**src/rtl/bert_rx_consts.svh**
```systemverilog
// register map, field positions and counts for the receive bert result logic
`ifndef BERT_RX_CONSTS_SVH
`define BERT_RX_CONSTS_SVH

// register indices; byte address is four times the index
`define IDX_CONTROL      14'h1105
`define IDX_BIT_COUNT_0  14'h1107
`define IDX_BIT_COUNT_1  14'h1108
`define IDX_BIT_COUNT_2  14'h1109
`define IDX_BIT_COUNT_3  14'h110a
`define IDX_ERR_COUNT_0  14'h110b
`define IDX_ERR_COUNT_1  14'h110c
`define IDX_ERR_COUNT_2  14'h110d
`define IDX_STATUS       14'h110e
`define IDX_MASK         14'h110f

// control register fields
`define CTL_LOAD_BIT     1
`define CTL_RESET        8'h00

// status and mask bit positions
`define ST_ERROR_DETECT  6
`define ST_BITCNT_OVF    5
`define ST_ERRCNT_OVF    4
`define ST_ALL_ONES      3
`define ST_ALL_ZEROS     2
`define ST_SYNC_LOST     1
`define ST_IN_SYNC       0
`define ST_USED_MASK     8'h7f
`define ST_RESET         7'h00
`define MASK_RESET       7'h00

// counter widths and run length
`define BIT_COUNT_W      32
`define ERR_COUNT_W      24
`define RUN_LENGTH       6'd32

`endif

```
**src/rtl/bert_rx_pkg.sv**
```systemverilog
// types shared by the receive bert result logic
package bert_rx_pkg;
  typedef logic [31:0] word_t;
  typedef logic [15:0] apb_addr_t;
  typedef logic [13:0] reg_index_t;
  typedef logic [6:0]  flags_t;
endpackage : bert_rx_pkg

```
**src/rtl/bert_rx_counters_status.sv**
```systemverilog
// receive bert counters, latched status flags and apb register port
`timescale 1ns/1ps
`include "bert_rx_consts.svh"

module bert_rx_counters_status (
  input  wire logic               clk,
  input  wire logic               rstn,
  input  wire logic               psel,
  input  wire logic               penable,
  input  wire logic               pwrite,
  input  wire bert_rx_pkg::apb_addr_t paddr,
  input  wire bert_rx_pkg::word_t pwdata,
  input  wire logic [3:0]         pstrb,
  output logic                    pready,
  output bert_rx_pkg::word_t      prdata,
  output logic                    pslverr,
  input  wire logic               bit_strobe,
  input  wire logic               bit_value,
  input  wire logic               bit_mismatch,
  input  wire logic               checker_searching,
  output logic                    irq
);
  import bert_rx_pkg::*;

  //////////////////////////////////////////////////////////////////////////
  // declarations

  logic [7:0]        control_q;
  logic              load_prev_q;
  logic              load_pulse;
  logic [31:0]       live_bits_q;
  logic [23:0]       live_errs_q;
  logic [31:0]       snap_bits_q;
  logic [23:0]       snap_errs_q;
  flags_t            status_q;
  flags_t            status_d;
  flags_t            mask_q;
  flags_t            set_vec;
  flags_t            clr_vec;
  logic [3:0]        cond_now;
  logic [3:0]        cond_q;
  logic              ones_run;
  logic              zeros_run;
  logic              match_run;
  logic              in_sync;
  logic              err_event;
  logic              bit_ovf;
  logic              err_ovf;
  logic              setup;
  logic              wr_access;
  reg_index_t        idx;
  logic              aligned;
  logic [7:0]        rd_byte;
  logic              rd_hit;
  word_t             prdata_q;
  logic              pslverr_q;

  // byte address to register index
  function automatic reg_index_t word_index(input apb_addr_t a);
    word_index = a[15:2];
  endfunction : word_index

  //////////////////////////////////////////////////////////////////////////
  // apb decode

  assign setup     = psel & ~penable;
  assign wr_access = psel & penable & pwrite & pstrb[0] & aligned;
  assign idx       = word_index(paddr);
  assign aligned   = (paddr[1:0] == 2'b00);
  // zero wait states; data was captured during the setup cycle
  assign pready    = 1'b1;

  // read mux; narrow registers sit in the low byte
  always_comb begin
    rd_byte = 8'h00;
    rd_hit  = aligned;
    if (idx == `IDX_CONTROL) begin
      rd_byte = control_q;
    // bit count bytes, counter bit 0 first
    end else if (idx == `IDX_BIT_COUNT_0) begin
      rd_byte = snap_bits_q[7:0];
    end else if (idx == `IDX_BIT_COUNT_1) begin
      rd_byte = snap_bits_q[15:8];
    end else if (idx == `IDX_BIT_COUNT_2) begin
      rd_byte = snap_bits_q[23:16];
    end else if (idx == `IDX_BIT_COUNT_3) begin
      rd_byte = snap_bits_q[31:24];
    end else if (idx == `IDX_ERR_COUNT_0) begin
      rd_byte = snap_errs_q[7:0];
    end else if (idx == `IDX_ERR_COUNT_1) begin
      rd_byte = snap_errs_q[15:8];
    end else if (idx == `IDX_ERR_COUNT_2) begin
      rd_byte = snap_errs_q[23:16];
    end else if (idx == `IDX_STATUS) begin
      rd_byte = {1'b0, status_q};
    end else if (idx == `IDX_MASK) begin
      rd_byte = {1'b0, mask_q};
    end else begin
      rd_hit  = 1'b0;
    end
  end

  // read data and error flag registered in setup, shown in access
  always_ff @(posedge clk or negedge rstn) begin
    if (!rstn) begin
      prdata_q  <= 32'h0000_0000;
      pslverr_q <= 1'b0;
    end else if (setup) begin
      prdata_q  <= pwrite ? 32'h0000_0000 : {24'h00_0000, rd_byte};
      pslverr_q <= ~rd_hit;
    end
  end

  assign prdata  = prdata_q;
  assign pslverr = pslverr_q;

  //////////////////////////////////////////////////////////////////////////
  // control and load pulse

  always_ff @(posedge clk or negedge rstn) begin
    if (!rstn) begin
      control_q <= `CTL_RESET;
    end else if (wr_access && idx == `IDX_CONTROL) begin
      control_q <= pwdata[7:0];
    end
  end

  // rising edge only; software must drop the bit to reload
  always_ff @(posedge clk or negedge rstn) begin
    if (!rstn) begin
      load_prev_q <= 1'b0;
    end else begin
      load_prev_q <= control_q[`CTL_LOAD_BIT];
    end
  end

  assign load_pulse = control_q[`CTL_LOAD_BIT] & ~load_prev_q;

  //////////////////////////////////////////////////////////////////////////
  // condition detectors

  bert_run_detect u_ones (
    .clk     (clk),
    .rstn    (rstn),
    .step    (bit_strobe),
    .hit     (bit_value),
    .restart (1'b0),
    .reached (ones_run)
  );

  bert_run_detect u_zeros (
    .clk     (clk),
    .rstn    (rstn),
    .step    (bit_strobe),
    .hit     (~bit_value),
    .restart (1'b0),
    .reached (zeros_run)
  );

  // 32 matching positions; a new search restarts the run
  bert_run_detect u_match (
    .clk     (clk),
    .rstn    (rstn),
    .step    (bit_strobe),
    .hit     (~bit_mismatch),
    .restart (checker_searching),
    .reached (match_run)
  );

  assign in_sync  = match_run & ~checker_searching;
  assign cond_now = {ones_run, zeros_run, checker_searching, in_sync};

  always_ff @(posedge clk or negedge rstn) begin
    if (!rstn) begin
      cond_q <= 4'h0;
    end else begin
      cond_q <= cond_now;
    end
  end

  //////////////////////////////////////////////////////////////////////////
  // live counters and snapshot

  // mismatches only count as errors while in sync
  assign err_event = bit_strobe & bit_mismatch & in_sync;
  // wrap of the live bit counter
  assign bit_ovf   = bit_strobe & (&live_bits_q);
  // wrap of the live error counter
  assign err_ovf   = err_event & (&live_errs_q);

  // a bit arriving with the load starts the new period
  always_ff @(posedge clk or negedge rstn) begin
    if (!rstn) begin
      live_bits_q <= 32'h0000_0000;
      live_errs_q <= 24'h00_0000;
    end else if (load_pulse) begin
      live_bits_q <= {31'h0, bit_strobe};
      live_errs_q <= {23'h0, err_event};
    end else begin
      live_bits_q <= live_bits_q + {31'h0, bit_strobe};
      live_errs_q <= live_errs_q + {23'h0, err_event};
    end
  end

  // copy live counts out on load
  always_ff @(posedge clk or negedge rstn) begin
    if (!rstn) begin
      snap_bits_q <= 32'h0000_0000;
      snap_errs_q <= 24'h00_0000;
    end else if (load_pulse) begin
      snap_bits_q <= live_bits_q;
      snap_errs_q <= live_errs_q;
    end
  end

  //////////////////////////////////////////////////////////////////////////
  // latched status, mask and interrupt

  // both edges of each condition set its flag
  assign set_vec[3:0]             = cond_now ^ cond_q;
  assign set_vec[`ST_ERROR_DETECT] = err_event;
  assign set_vec[`ST_BITCNT_OVF]  = bit_ovf;
  assign set_vec[`ST_ERRCNT_OVF]  = err_ovf;

  // write data bit 7 reaches no status or mask flop
  assign clr_vec = (wr_access && idx == `IDX_STATUS) ? pwdata[6:0] : 7'h00;

  // write one to clear; a set in the same cycle wins
  // every flag latches the same way
  assign status_d = (status_q & ~clr_vec) | set_vec;

  always_ff @(posedge clk or negedge rstn) begin
    if (!rstn) begin
      status_q <= `ST_RESET;
    end else begin
      status_q <= status_d;
    end
  end

  always_ff @(posedge clk or negedge rstn) begin
    if (!rstn) begin
      mask_q <= `MASK_RESET;
    end else if (wr_access && idx == `IDX_MASK) begin
      mask_q <= pwdata[6:0];
    end
  end

  // a one in the mask lets its flag through
  assign irq = |(status_q & mask_q);
endmodule : bert_rx_counters_status

```
**src/rtl/bert_run_detect.sv**
```systemverilog
// saturating run-length detector for a repeated bit condition
`timescale 1ns/1ps
`include "bert_rx_consts.svh"

module bert_run_detect (
  input  wire logic clk,
  input  wire logic rstn,
  input  wire logic step,
  input  wire logic hit,
  input  wire logic restart,
  output logic      reached
);
  logic [5:0] run_q;
  logic [5:0] run_d;

  // count consecutive hits, stop at the run length, miss restarts
  always_comb begin
    run_d = run_q;
    if (restart) begin
      run_d = 6'h00;
    end else if (step) begin
      if (!hit) begin
        run_d = 6'h00;
      end else if (run_q != `RUN_LENGTH) begin
        run_d = run_q + 6'h01;
      end
    end
  end

  always_ff @(posedge clk or negedge rstn) begin
    if (!rstn) begin
      run_q <= 6'h00;
    end else begin
      run_q <= run_d;
    end
  end

  // level from a flop, so edges of it are clean
  assign reached = (run_q == `RUN_LENGTH);

endmodule : bert_run_detect

```
**config.mk**
```make
export PLATFORM = sky130hd
export DESIGN_NAME = bert_rx_counters_status
export DESIGN_NICKNAME = d
export VERILOG_FILES = /design/src/rtl/bert_rx_pkg.sv /design/src/rtl/bert_rx_counters_status.sv /design/src/rtl/bert_run_detect.sv
export VERILOG_INCLUDE_DIRS = /design/src /design/src/rtl
export SDC_FILE = /design/constraint.sdc
export NUM_CORES = 1
export LEC_CHECK = 0
export BUFFER_PORTS_ARGS = -buffer_cell sky130_fd_sc_hd__buf_2
export CAP_MARGIN = 40
export CORE_MARGIN = 5
export CORE_UTILIZATION = 55
export CTS_BUF_LIST = sky130_fd_sc_hd__clkbuf_4
export DETAILED_ROUTE_END_ITERATION = 8
export PLACE_DENSITY = 0.83
export SYNTH_ARGS = -nofsm -noshare
export SYNTH_HDL_FRONTEND = slang
export SYNTH_SLANG_ARGS = --single-unit
```
**constraint.sdc**
```tcl
create_clock -name clk -period 2.44 [get_ports clk]
set_input_delay 0.61 -clock clk [delete_from_list [all_inputs] [get_ports clk]]
set_output_delay 0.61 -clock clk [all_outputs]
set_load 0.1 [all_outputs]
```
After elaboration in Yosys (flattened, before gate mapping)
Index checks and enable logic that the tools add are counted.
Widths: inputs -> output; s select.
Cells by class
  equality and inequality tests: 17
  add/sub/neg operators: 5
  mux-type cells: 32
  reductions and logical operators: 13
  bitwise logic cells: 20
Operators by type and width (count)
  $eq 14x13->1 const B: 10
  $mux 8: 9
  $mux 6: 8
  $add 32x1->32: 1
  $mux 32: 1
  $reduce_and 32->1: 1
  $add 24x1->24: 1
  $mux 24: 1
  $reduce_and 24->1: 1
  $mux 7: 3
  $add 6x1->6 const B: 3
  $eq 6x6->1 const B: 3
  $ne 6x6->1 const B: 3
  $and 7x7->7: 2
  $and 1x1->1: 11
  $mux 1: 10
  $not 7->7: 1
  $or 7x7->7: 1
  $reduce_or 7->1: 1
  $reduce_and 2->1: 3
  $not 1->1: 4
  $reduce_bool 2->1: 2
  $xor 4x4->4: 1
  $logic_and 1x1->1: 3
  3 further kinds: 3
Word-level totals
  logic and storage cells: 101
  bits of input ports: 61
  bits in registers: 190
  output and inout port bits: 35

Depth between registers and ports, before layout
Gate-level depths: netlist of the first run.
  word-level depth: 12
  gate-level depth with buffers: 12
  mapped depth without buffers: 12

Hierarchy
Synthesis of the first run repeated with hierarchy kept, for this count alone.
Second synthesis, totals
  cell total of the unflattened synthesis: 890
  area total of the unflattened synthesis: 8529.4 um^2
Modules (own cells, without submodules)
  bert_rx_counters_status: times used 1, area an instance 7324.5 um^2, cells an instance 758
  bert_run_detect: times used 3, area an instance 401.6 um^2, cells an instance 44

Least setup slack after synthesis of the first run
OpenSTA, ideal clock, no wires.
  path type: input-to-reg
  start point: in checker_searching
  end point: reg live_errs_q[20]
  path buffers: 0
  data arrival time: 2.660 ns
  setup time: 0.132 ns
  required time: 2.308 ns
  path slack: -0.352 ns
  cell stages on the path: 10
  path through: or4b_2 -> nor2_1 -> nand3_1 -> inv_1 -> ha_1 -> ha_1 -> nand2_1 -> nor4_1 -> xnor2_1 -> nor2_1
Between the ends
  longest elaborated chain between the ends: 5
Ends and longest elaborated chain
  start, declared: line bert_rx_counters_status.sv:20  | input wire logic checker_searching,
  $not 1->1: line bert_rx_counters_status.sv:170  | assign in_sync = match_run & ~checker_searching;
  $and 1x1->1: line bert_rx_counters_status.sv:170
  named net in_sync: line bert_rx_counters_status.sv:45  | logic in_sync;
  $and 1x1->1: line bert_rx_counters_status.sv:185  | assign err_event = bit_strobe & bit_mismatch & in_sync;
  $add 24x1->24: line bert_rx_counters_status.sv:201  | live_errs_q <= live_errs_q + {23'h0, err_event};
  $mux 24: line bert_rx_counters_status.sv:196  | end else if (load_pulse) begin
  end signal, assigned: line bert_rx_counters_status.sv:198  | live_errs_q <= {23'h0, err_event};
  end signal, assigned: line bert_rx_counters_status.sv:201
  end, declared: line bert_rx_counters_status.sv:32  | logic [23:0] live_errs_q;
The timed path passes the listed nets, and every way through them passes these cells.
A chain may end at the register's enable or synchronous reset.

Worst setup path after layout of the first run
  start point: reg mask_q[2]
  end point: out irq
Between the ends
  longest elaborated chain between the ends: 2
Ends and longest elaborated chain
  start, declared: line bert_rx_counters_status.sv:37  | flags_t mask_q;
  start signal, assigned: line bert_rx_counters_status.sv:242  | mask_q <= `MASK_RESET;
  start signal, assigned: line bert_rx_counters_status.sv:244  | mask_q <= pwdata[6:0];
  $and 7x7->7: line bert_rx_counters_status.sv:249  | assign irq = |(status_q & mask_q);
  $reduce_or 7->1: line bert_rx_counters_status.sv:249
  end, declared: line bert_rx_counters_status.sv:21  | output logic irq
No other way between the ends.

==> results_tabular.tex, run 1 <==
\begin{tabular}{lr}
\hline
Metric & Value \\
\hline
\multicolumn{2}{l}{\textbf{Logic synthesis}} \\
\quad Post-synth EDFFs & 0 \\
\quad Post-Synthesis Mean Instance Area & 9.18 µm² \\
\quad Synthesized instance count & 913 \\
\quad Prevailing post-synth register cell & sky130\_fd\_sc\_hd\_\_dfrtp\_1 \\
\quad Most area-hungry cell type in the Yosys netlist & sky130\_fd\_sc\_hd\_\_dfrtp\_1 \\
\quad Most numerous cell in the Yosys netlist & sky130\_fd\_sc\_hd\_\_nand2\_1 \\
\quad Top post-synthesis cells by area & sky130\_fd\_sc\_hd\_\_dfrtp\_1 50\%, sky130\_fd\_sc\_hd\_\_nand2\_1 9.3\%, sky130\_fd\_sc\_hd\_\_o21ai\_0 3.0\% \\
\quad Post-synth top cells & 207 x sky130\_fd\_sc\_hd\_\_nand2\_1, 166 x sky130\_fd\_sc\_hd\_\_dfrtp\_1, 64 x sky130\_fd\_sc\_hd\_\_nor2\_1 \\
\quad Number of different library cells in the post-synthesis netlist & 62 \\
\quad Proportion of netlist area held by the largest area contributor & 49.5\% \\
\quad Share of synthesized flip-flops with an asynchronous set or reset & 100\% \\
\quad Fraction of the yosys area taken by sequential cells & 49.5\% \\
\quad Synthesized flop and latch total & 166 \\
\quad Warnings from Yosys & 0 \\
\quad Post-synthesis cell area & 8380 µm² \\
\multicolumn{2}{l}{\textbf{Global route}} \\
\quad Vias in the first global route & 6733 \\
\quad Global-route wire length before repair & 33200 µm \\
\quad Overall fraction of global-route tracks in use & 23.1\% \\
\quad Grt ovf & 0 \\
\quad Pin count of the biggest net entering global routing & 107 \\
\quad Antenna violations before repair & 2 \\
\multicolumn{2}{l}{\textbf{Power and ir drop}} \\
\quad Power Dens Cells & 577 nW/µm² \\
\quad Final total power & 5430 µW \\
\quad Gate power share & 12.0\% \\
\quad Share of power burned in registers & 55.0\% \\
\quad Worst vdd rail ir drop & 0.378 mV \\
\quad Static power due to leakage & 0.00460 µW \\
\quad Switch share & 30.3\% \\
\quad Net switching power figure & 1650 µW \\
\quad Clock group share of total power & 33.0\% \\
\quad Internal power component & 3790 µW \\
\multicolumn{2}{l}{\textbf{Clock network}} \\
\quad CTS sink count & 166 \\
\quad Clock buffers created by TritonCTS & 17 \\
\quad Buffers from clock root to sink, at most & 2 \\
\quad Skew-Pair Late Insertion Delay & 0.59 ns \\
\quad Clock tree from TritonCTS & done \\
\quad Clock root buffer master & sky130\_fd\_sc\_hd\_\_clkbuf\_4 \\
\quad Clock-pin slew reported for the worst setup and hold paths after clock tree synthesis & 0.15 ns \\
\quad H-tree levels & 4 \\
\multicolumn{2}{l}{\textbf{Final layout}} \\
\quad Post-layout net count & 1047 \\
\quad Fraction of final layout cells with drive strength greater than 1 & 17.1\% \\
\quad Area added between synthesis and finish & 12.2\% \\
\quad Final core occ & 62.3\% \\
\quad Final Instance Count excl. Fillers & 1178 \\
\multicolumn{2}{l}{\textbf{Drt}} \\
\quad Total via count in the routed design & 6839 \\
\quad Detailed Route Iter0 Violations & 549 \\
\quad Total DRC errors in the routed layout & 0 \\
\quad Post-detailed-route via-to-cell ratio & 5.81 \\
\quad WL/cell & 16.6 µm \\
\quad Final wirelength & 19500 µm \\
\quad Number of optimization iterations in the first detailed-route pass & 7 \\
\quad Antenna viol nets, final & 0 \\
\multicolumn{2}{l}{\textbf{Setup path}} \\
\quad Reg-to-reg startpoint & u\_match.run\_q[2] \\
\quad Required time at the endpoint of the critical path & 1.83 ns \\
\quad Critical path data arrival time & 1.84 ns \\
\quad Critical-path cell list & a222oi\_1 -> nand3\_1 -> buf\_6 \\
\quad Type of origin of the critical path & register \\
\quad Crit-path max cell delay & 0.43 ns \\
\quad Slowest cell on crit path & sky130\_fd\_sc\_hd\_\_dfrtp\_1 \\
\quad Type of the setup path with the least slack & register to output pin \\
\quad Critical path startpoint & mask\_q[2] \\
\quad Largest fanout of any net on the critical path & 3 \\
\quad Endpoint class of the critical path & output pin \\
\multicolumn{2}{l}{\textbf{STA}} \\
\quad Final-report setup violation count & 1 \\
\quad Clock Skews & 0.0209 ns \\
\quad Worst slew margin relative to its limit & 46.4\% \\
\quad Final period utilization & 100\% \\
\quad Max frequency & 409 MHz \\
\quad Final period demand of the worst path & 2.45 ns \\
\quad Setup tns final & -0.00723 ns \\
\quad Slew at the pin with the worst max-slew slack & 0.797 ns \\
\quad Unrepaired setup endpoints after global routing & yes \\
\quad Total count of max-transition violations in the final report & 0 \\
\quad Final setup slack of the worst path & -0.00723 ns \\
\quad Final hold violation count & 0 \\
\multicolumn{2}{l}{\textbf{Floorplanning}} \\
\quad Effective utilization at floorplan & 55.6\% \\
\quad Number of I/O pins & 96 \\
\quad Placeable core area & 15100 µm² \\
\quad Row Count & 45 \\
\quad Vert. Die Dim & 133 µm \\
\quad Die width & 133 µm \\
\quad Full die area & 17800 µm² \\
\multicolumn{2}{l}{\textbf{Min path}} \\
\quad Min-Delay Startpoint & pwdata[7] \\
\quad HP Class & input pin to register \\
\multicolumn{2}{l}{\textbf{Outcome}} \\
\quad Result of the run & complete, but fails checks \\
\quad Failing checks & setup timing \\
\multicolumn{2}{l}{\textbf{Placement}} \\
\quad HPWL after detailed placement & 14000 µm \\
\quad \# port buffers & 43 \\
\quad Post-Place Setup Slack & -0.169 ns \\
\quad Placer Congestion & 0.906 \\
\quad Dpl cells & 1143 \\
\multicolumn{2}{l}{\textbf{Job}} \\
\quad Max-cap violations & 0 \\
\hline
\end{tabular}
==> power by group through the flow <==
stage               clock (µW)  combinational, µW  sequential (µW)
global placement             0                629             3030
finish                    1790                652             2990
CTS                       1830                653             2980
floorplan                    0                498             3000
global route              1950                725             3010
detailed placement           0                647             3040
==> final timing paths <==
| path | cells past startpoint | end | slack (ns) |
|---|---|---|---|
| setup / recovery | 3 | irq | -0.007 |
| hold / removal | 2 | control_q[7] | 0.25 |
| setup reg to reg | 9 | live_errs_q[11] | 0.13 |
| hold reg to reg | 2 | snap_errs_q[23] | 0.49 |
| max in group asynchronous | 3 | pslverr | 1.18 |
| min in group asynchronous | 2 | live_bits_q[26] | 0.52 |
==> flip-flops by register name (all words and copies together), names as in the netlist <==
| signal | count |
|---|---|
| cond_q | 4 |
| control_q | 8 |
| live_bits_q | 32 |
| live_errs_q | 24 |
| load_prev_q | 1 |
| mask_q | 7 |
| prdata | 8 |
| pslverr | 1 |
| snap_bits_q | 32 |
| snap_errs_q | 24 |
| status_q | 7 |
| u_match.run_q | 6 |
| u_ones.run_q | 6 |
| u_zeros.run_q | 6 |
==> kinds of logic (layout without fill, tap and decap cells) <==
logic type               count (synthesis)  count (layout)  synth area share, %
AND/OR/NAND/NOR                        425             425                 23.8
flip-flops                             166             166                 49.5
AO/OA/AOI/OAI                          140             140                 10.4
buffers and inverters                   87             140                 5.10
XOR/XNOR                                50              50                 5.22
multiplexers                            33              33                 4.34
adder cells (fa/ha/maj)                 10              10                 1.49
other                                    2              26               0.0896
==> routing by layer <==
layer	vias to the layer above	track usage, %	part of all wire (%)
li1	3214	-	-
met1	3328	32.0	45
met2	255	35.8	46
met3	40	6.19	6.8
met4	2	7.26	2.0
met5	-	0	0.036
==> cell usage in the layout, fill, tap and decap left out, drive strengths merged, types with 3 or more instances in the layout <==
cell type and count:
a211oi 5, a21boi 3, a21o 6, a21oi 29, a22oi 3, a31o 10, and3 9, and4 5
buf 86, bufinv 3, clkbuf 17, clkinvlp 4, conb 25, dfrtp 166, ha 10, inv 27
mux2 17, mux2i 15, nand2 207, nand2b 16, nand3 38, nand4 17, nor2 64, nor2b 6
nor3 20, nor3b 4, nor4 12, o21ai 51, o22ai 11, o31ai 9, or2 4, or3 11
xnor2 23, xor2 27
==> critical path, delay by kind of cell (launching register included) <==
| family | cells | cell delay [ns] |
|---|---|---|
| compound gates | 1 | 0.39 |
| flops | 1 | 0.43 |
| simple gates | 1 | 0.20 |
| buf+inv | 1 | 0.23 |
==> final cells by class <==
cell class / instances / area (µm²)
fill: 1242 / 5680
sequential: 166 / 4150
multi-input combinational: 683 / 4010
timing repair buffer: 87 / 611
tap: 188 / 235
clock inverter: 15 / 191
clock buffer: 17 / 128
inverter: 21 / 78.8
antenna: 1 / 2.50
==> timing repair <==
| action | 4_1_cts | 5_1_grt |
|---|---|---|
| resized for setup | 2 | 4 |
| pin swaps | 1 | 0 |
| setup endpoints to repair | 1 | 10 |
| hold buffers | 1 | 0 |
| endpoints found under the hold margin | 49 | 0 |
| buffers inserted | 0 | 1 |
| gates cloned | 0 | 0 |
==> per-stage QoR <==
stage	area, µm²	hold WS (ns)
floorplan	8550	0.314
global placement	9030	0.452
detailed placement	9030	0.458
CTS	9370	0.227
global route	9410	0.219
finish	9410	0.253
(Power assumes the default switching activity.)
==> inputs of run 2 (changes only) <==
--- a/config.mk
+++ b/config.mk
@@ -8,11 +8,13 @@
 export LEC_CHECK = 0
 export BUFFER_PORTS_ARGS = -buffer_cell sky130_fd_sc_hd__buf_2
 export CAP_MARGIN = 40
+export CELL_PAD_IN_SITES_DETAIL_PLACEMENT = 0
+export CELL_PAD_IN_SITES_GLOBAL_PLACEMENT = 1
 export CORE_MARGIN = 5
-export CORE_UTILIZATION = 55
+export CORE_UTILIZATION = 42
 export CTS_BUF_LIST = sky130_fd_sc_hd__clkbuf_4
 export DETAILED_ROUTE_END_ITERATION = 8
-export PLACE_DENSITY = 0.83
+export PLACE_DENSITY = 0.82
 export SYNTH_ARGS = -nofsm -noshare
 export SYNTH_HDL_FRONTEND = slang
 export SYNTH_SLANG_ARGS = --single-unit
==> results_tabular.tex, run 2 (same netlist as run 1, synthesis figures left out) <==
\begin{tabular}{lr}
\hline
Metric & Value \\
\hline
\multicolumn{2}{l}{\textbf{Global route}} \\
\quad Overall fraction of global-route tracks in use & 18.5\% (was 23.1\%) \\
\quad Antenna violations before repair & 3 (was 2) \\
\quad Global-route wire length before repair & 33400 µm (was 33200 µm) \\
\quad Vias in the first global route & 6403 (was 6733) \\
\quad Grt ovf & 0 (unchanged) \\
\quad Pin count of the biggest net entering global routing & 64 (was 107) \\
\multicolumn{2}{l}{\textbf{Setup path}} \\
\quad Type of origin of the critical path & register (unchanged) \\
\quad Setup slack of the most critical reg-to-reg path & 0.15 ns (was 0.13 ns) \\
\quad Reg-to-reg startpoint & u\_match.run\_q[4] (was u\_match.run\_q[2]) \\
\quad Critical path data arrival time & 1.83 ns (was 1.84 ns) \\
\quad Depth of the worst register-to-register path & 9 (unchanged) \\
\quad Required time at the endpoint of the critical path & 1.83 ns (about the same) \\
\quad Number of buffers and inverters on the critical path & 1 (unchanged) \\
\quad Critical path startpoint & status\_q[2] (was mask\_q[2]) \\
\quad Crit-path max cell delay & 0.43 ns (about the same) \\
\quad Destination of the worst register-to-register timing path & live\_errs\_q[11] (unchanged) \\
\quad Setup crit end & irq (unchanged) \\
\quad Critical-path cell list & a222oi\_1 -> nand3\_1 -> buf\_6 (unchanged) \\
\quad Largest fanout of any net on the critical path & 3 (unchanged) \\
\quad Family with the most delay on the worst path & flip-flops (unchanged) \\
\quad Type of the setup path with the least slack & register to output pin (unchanged) \\
\quad Endpoint class of the critical path & output pin (unchanged) \\
\quad Cell count along the critical path & 3 (unchanged) \\
\quad Slowest cell on crit path & sky130\_fd\_sc\_hd\_\_dfrtp\_1 (unchanged) \\
\multicolumn{2}{l}{\textbf{Placement}} \\
\quad Placer Congestion & 0.850 (was 0.906) \\
\quad \# port buffers & 43 (unchanged) \\
\quad HPWL after detailed placement & 14200 µm (was 14000 µm) \\
\quad Post-Place Setup Slack & -0.159 ns (was -0.169 ns) \\
\quad Cell area after placement & 9130 µm² (was 9030 µm²) \\
\multicolumn{2}{l}{\textbf{Clock network}} \\
\quad Clock buffers created by TritonCTS & 17 (unchanged) \\
\quad Post-CTS setup buffer count & 0 (unchanged) \\
\quad Skew-Pair Late Insertion Delay & 0.56 ns (was 0.59 ns) \\
\quad H-tree levels & 4 (unchanged) \\
\quad Clock root buffer master & sky130\_fd\_sc\_hd\_\_clkbuf\_4 (unchanged) \\
\quad Clock tree from TritonCTS & done (unchanged) \\
\quad Buffers from clock root to sink, at most & 2 (unchanged) \\
\quad Clock-pin slew reported for the worst setup and hold paths after clock tree synthesis & 0.13 ns (was 0.15 ns) \\
\quad CTS sink count & 166 (unchanged) \\
\multicolumn{2}{l}{\textbf{Outcome}} \\
\quad Result of the run & finished clean (was complete, but fails checks) \\
\multicolumn{2}{l}{\textbf{Final layout}} \\
\quad Most common cell after layout, fill and taps aside & sky130\_fd\_sc\_hd\_\_nand2\_1 (unchanged) \\
\quad Registers with the most flip-flops & live\_bits\_q x32, snap\_bits\_q x32 (unchanged) \\
\quad Commonest cells after routing, fill and taps aside & 206 x sky130\_fd\_sc\_hd\_\_nand2\_1, 166 x sky130\_fd\_sc\_hd\_\_dfrtp\_1, 63 x sky130\_fd\_sc\_hd\_\_nor2\_1 (unchanged) \\
\quad Post-layout net count & 1044 (was 1047) \\
\quad Number of filler instances in the final layout & 1881 (was 1242) \\
\quad Area added between synthesis and finish & 12.3\% (was 12.2\%) \\
\quad Summed area of non-filler cells in the final layout & 9410 µm² (about the same) \\
\quad Fraction of final layout cells with drive strength greater than 1 & 16.7\% (was 17.1\%) \\
\multicolumn{2}{l}{\textbf{Floorplanning}} \\
\quad Number of I/O pins & 96 (unchanged) \\
\quad Placeable core area & 19600 µm² (was 15100 µm²) \\
\quad Die width & 151 µm (was 133 µm) \\
\quad Full die area & 22900 µm² (was 17800 µm²) \\
\quad Vert. Die Dim & 151 µm (was 133 µm) \\
\quad Row Count & 51 (was 45) \\
\quad Effective utilization at floorplan & 42.8\% (was 55.6\%) \\
\multicolumn{2}{l}{\textbf{STA}} \\
\quad Worst slew margin relative to its limit & 48.8\% (was 46.4\%) \\
\quad Slew at the pin with the worst max-slew slack & 0.762 ns (was 0.797 ns) \\
\quad Final setup slack of the worst path & 0.00197 ns (was -0.00723 ns) \\
\quad Unrepaired setup endpoints after global routing & yes (unchanged) \\
\quad Total count of max-transition violations in the final report & 0 (unchanged) \\
\quad Clock Skews & 0.0200 ns (was 0.0209 ns) \\
\quad Final period utilization & 99.9\% (was 100\%) \\
\quad Setup tns final & 0 ns (was -0.00723 ns) \\
\quad Final hold violation count & 0 (unchanged) \\
\quad Max frequency & 410 MHz (was 409 MHz) \\
\quad Final-report setup violation count & 0 (was 1) \\
\quad Final period demand of the worst path & 2.44 ns (was 2.45 ns) \\
\multicolumn{2}{l}{\textbf{Min path}} \\
\quad WHS Path Cells & 2 (unchanged) \\
\quad HP Class & input pin to register (unchanged) \\
\multicolumn{2}{l}{\textbf{Power and ir drop}} \\
\quad Power Dens Cells & 547 nW/µm² (was 577 nW/µm²) \\
\quad Clock group share of total power & 29.4\% (was 33.0\%) \\
\quad Net switching power figure & 1580 µW (was 1650 µW) \\
\quad Internal power component & 3570 µW (was 3790 µW) \\
\quad Switch share & 30.7\% (was 30.3\%) \\
\quad Gate power share & 12.6\% (was 12.0\%) \\
\quad Worst vdd rail ir drop & 0.304 mV (was 0.378 mV) \\
\quad Static power due to leakage & 0.00453 µW (was 0.00460 µW) \\
\quad Share of power burned in registers & 58.0\% (was 55.0\%) \\
\multicolumn{2}{l}{\textbf{Drt}} \\
\quad Final wirelength & 20000 µm (was 19500 µm) \\
\quad Number of optimization iterations in the first detailed-route pass & 5 (was 7) \\
\quad Total DRC errors in the routed layout & 0 (unchanged) \\
\quad Antenna viol nets, final & 0 (unchanged) \\
\quad Detailed Route Iter0 Violations & 448 (was 549) \\
\quad WL/cell & 16.0 µm (was 16.6 µm) \\
\quad Post-detailed-route via-to-cell ratio & 5.23 (was 5.81) \\
\quad Total via count in the routed design & 6548 (was 6839) \\
\multicolumn{2}{l}{\textbf{Job}} \\
\quad Max-cap violations & 0 (unchanged) \\
\hline
\end{tabular}
==> run 2: changes by cell type in the layout (fill, tap and decap cells not counted), sizes merged <==
cell,previous run,this run
buf,86,83
clkinvlp,4,5
bufinv,3,1
clkbuf,17,19
clkinv,2,5
inv,27,23
==> run 2: worst min-delay path by stage <==
stage	start	end
floorplan	rstn	cond_q[0]
global placement	snap_errs_q[23]	snap_errs_q[23]
detailed placement	snap_errs_q[21]	snap_errs_q[21]
CTS	pwdata[7]	control_q[7]
global route	pwdata[7]	control_q[7]
finish	pwdata[7]	control_q[7]
==> run 2: routing by layer <==
| layer | vias up | track usage (%) | wire (µm) |
|---|---|---|---|
| li1 | 3197 | - | - |
| met1 | 3191 | 27.4 | 9900 |
| met2 | 141 | 27.6 | 8780 |
| met3 | 15 | 4.25 | 1160 |
| met4 | 4 | 4.31 | 161 |
| met5 | - | 0 | 27 |
==> run 2: area by class of cell <==
class                      count  area, µm²  share of cell area, %
sequential                   166       4150                   44.1
multi-input combinational    683       3990                   42.4
timing repair buffer          84        601                   6.38
tap                          265        332                   3.52
clock buffer                  19        143                   1.52
clock inverter                13        108                   1.14
inverter                      21       78.8                  0.838
antenna                        1       2.50                 0.0266
==> run 2: repair_timing <==
item | 4_1_cts | 5_1_grt
hold endpoints to repair | 28 | 0
hold buffers | 1 | 0
pin swaps | 2 | 1
cloned | 0 | 0
endpoints found under the setup margin | 1 | 11
resized for setup | 2 | 3
==> run 2: power by group through the flow <==
stage	Combinational [µW]	Sequential, µW	Clock [µW]
after floorplan	498	3000	0
after global placement	638	3040	0
after detailed placement	652	3040	0
after CTS	655	2990	1570
after global routing	722	3010	1700
final	648	2990	1510
==> run 2: worst register-to-register path: cells and delay by family, from the launching register on <==
kind                       cells  cell delay (ns)
adders and majority gates      1             0.16
DFF                            1             0.43
AOI/OAI and AO/OA              1             0.14
and+or+nand+nor                5             1.20
buffers and inverters          2             0.30
==> run 2: stage by stage <==
stage | hold WS, ns | total power [µW] | util (%) | instances
6_report | 0.289 | 5150 | 48.0 | 1252
5_1_grt | 0.217 | 5440 | 48.0 | 1252
4_1_cts | 0.237 | 5210 | 48.0 | 1251
3_5_place_dp | 0.460 | 3690 | 46.6 | 1218
3_3_place_gp | 0.453 | 3670 | 46.6 | 1218
2_1_floorplan | 0.314 | 3500 | - | 936
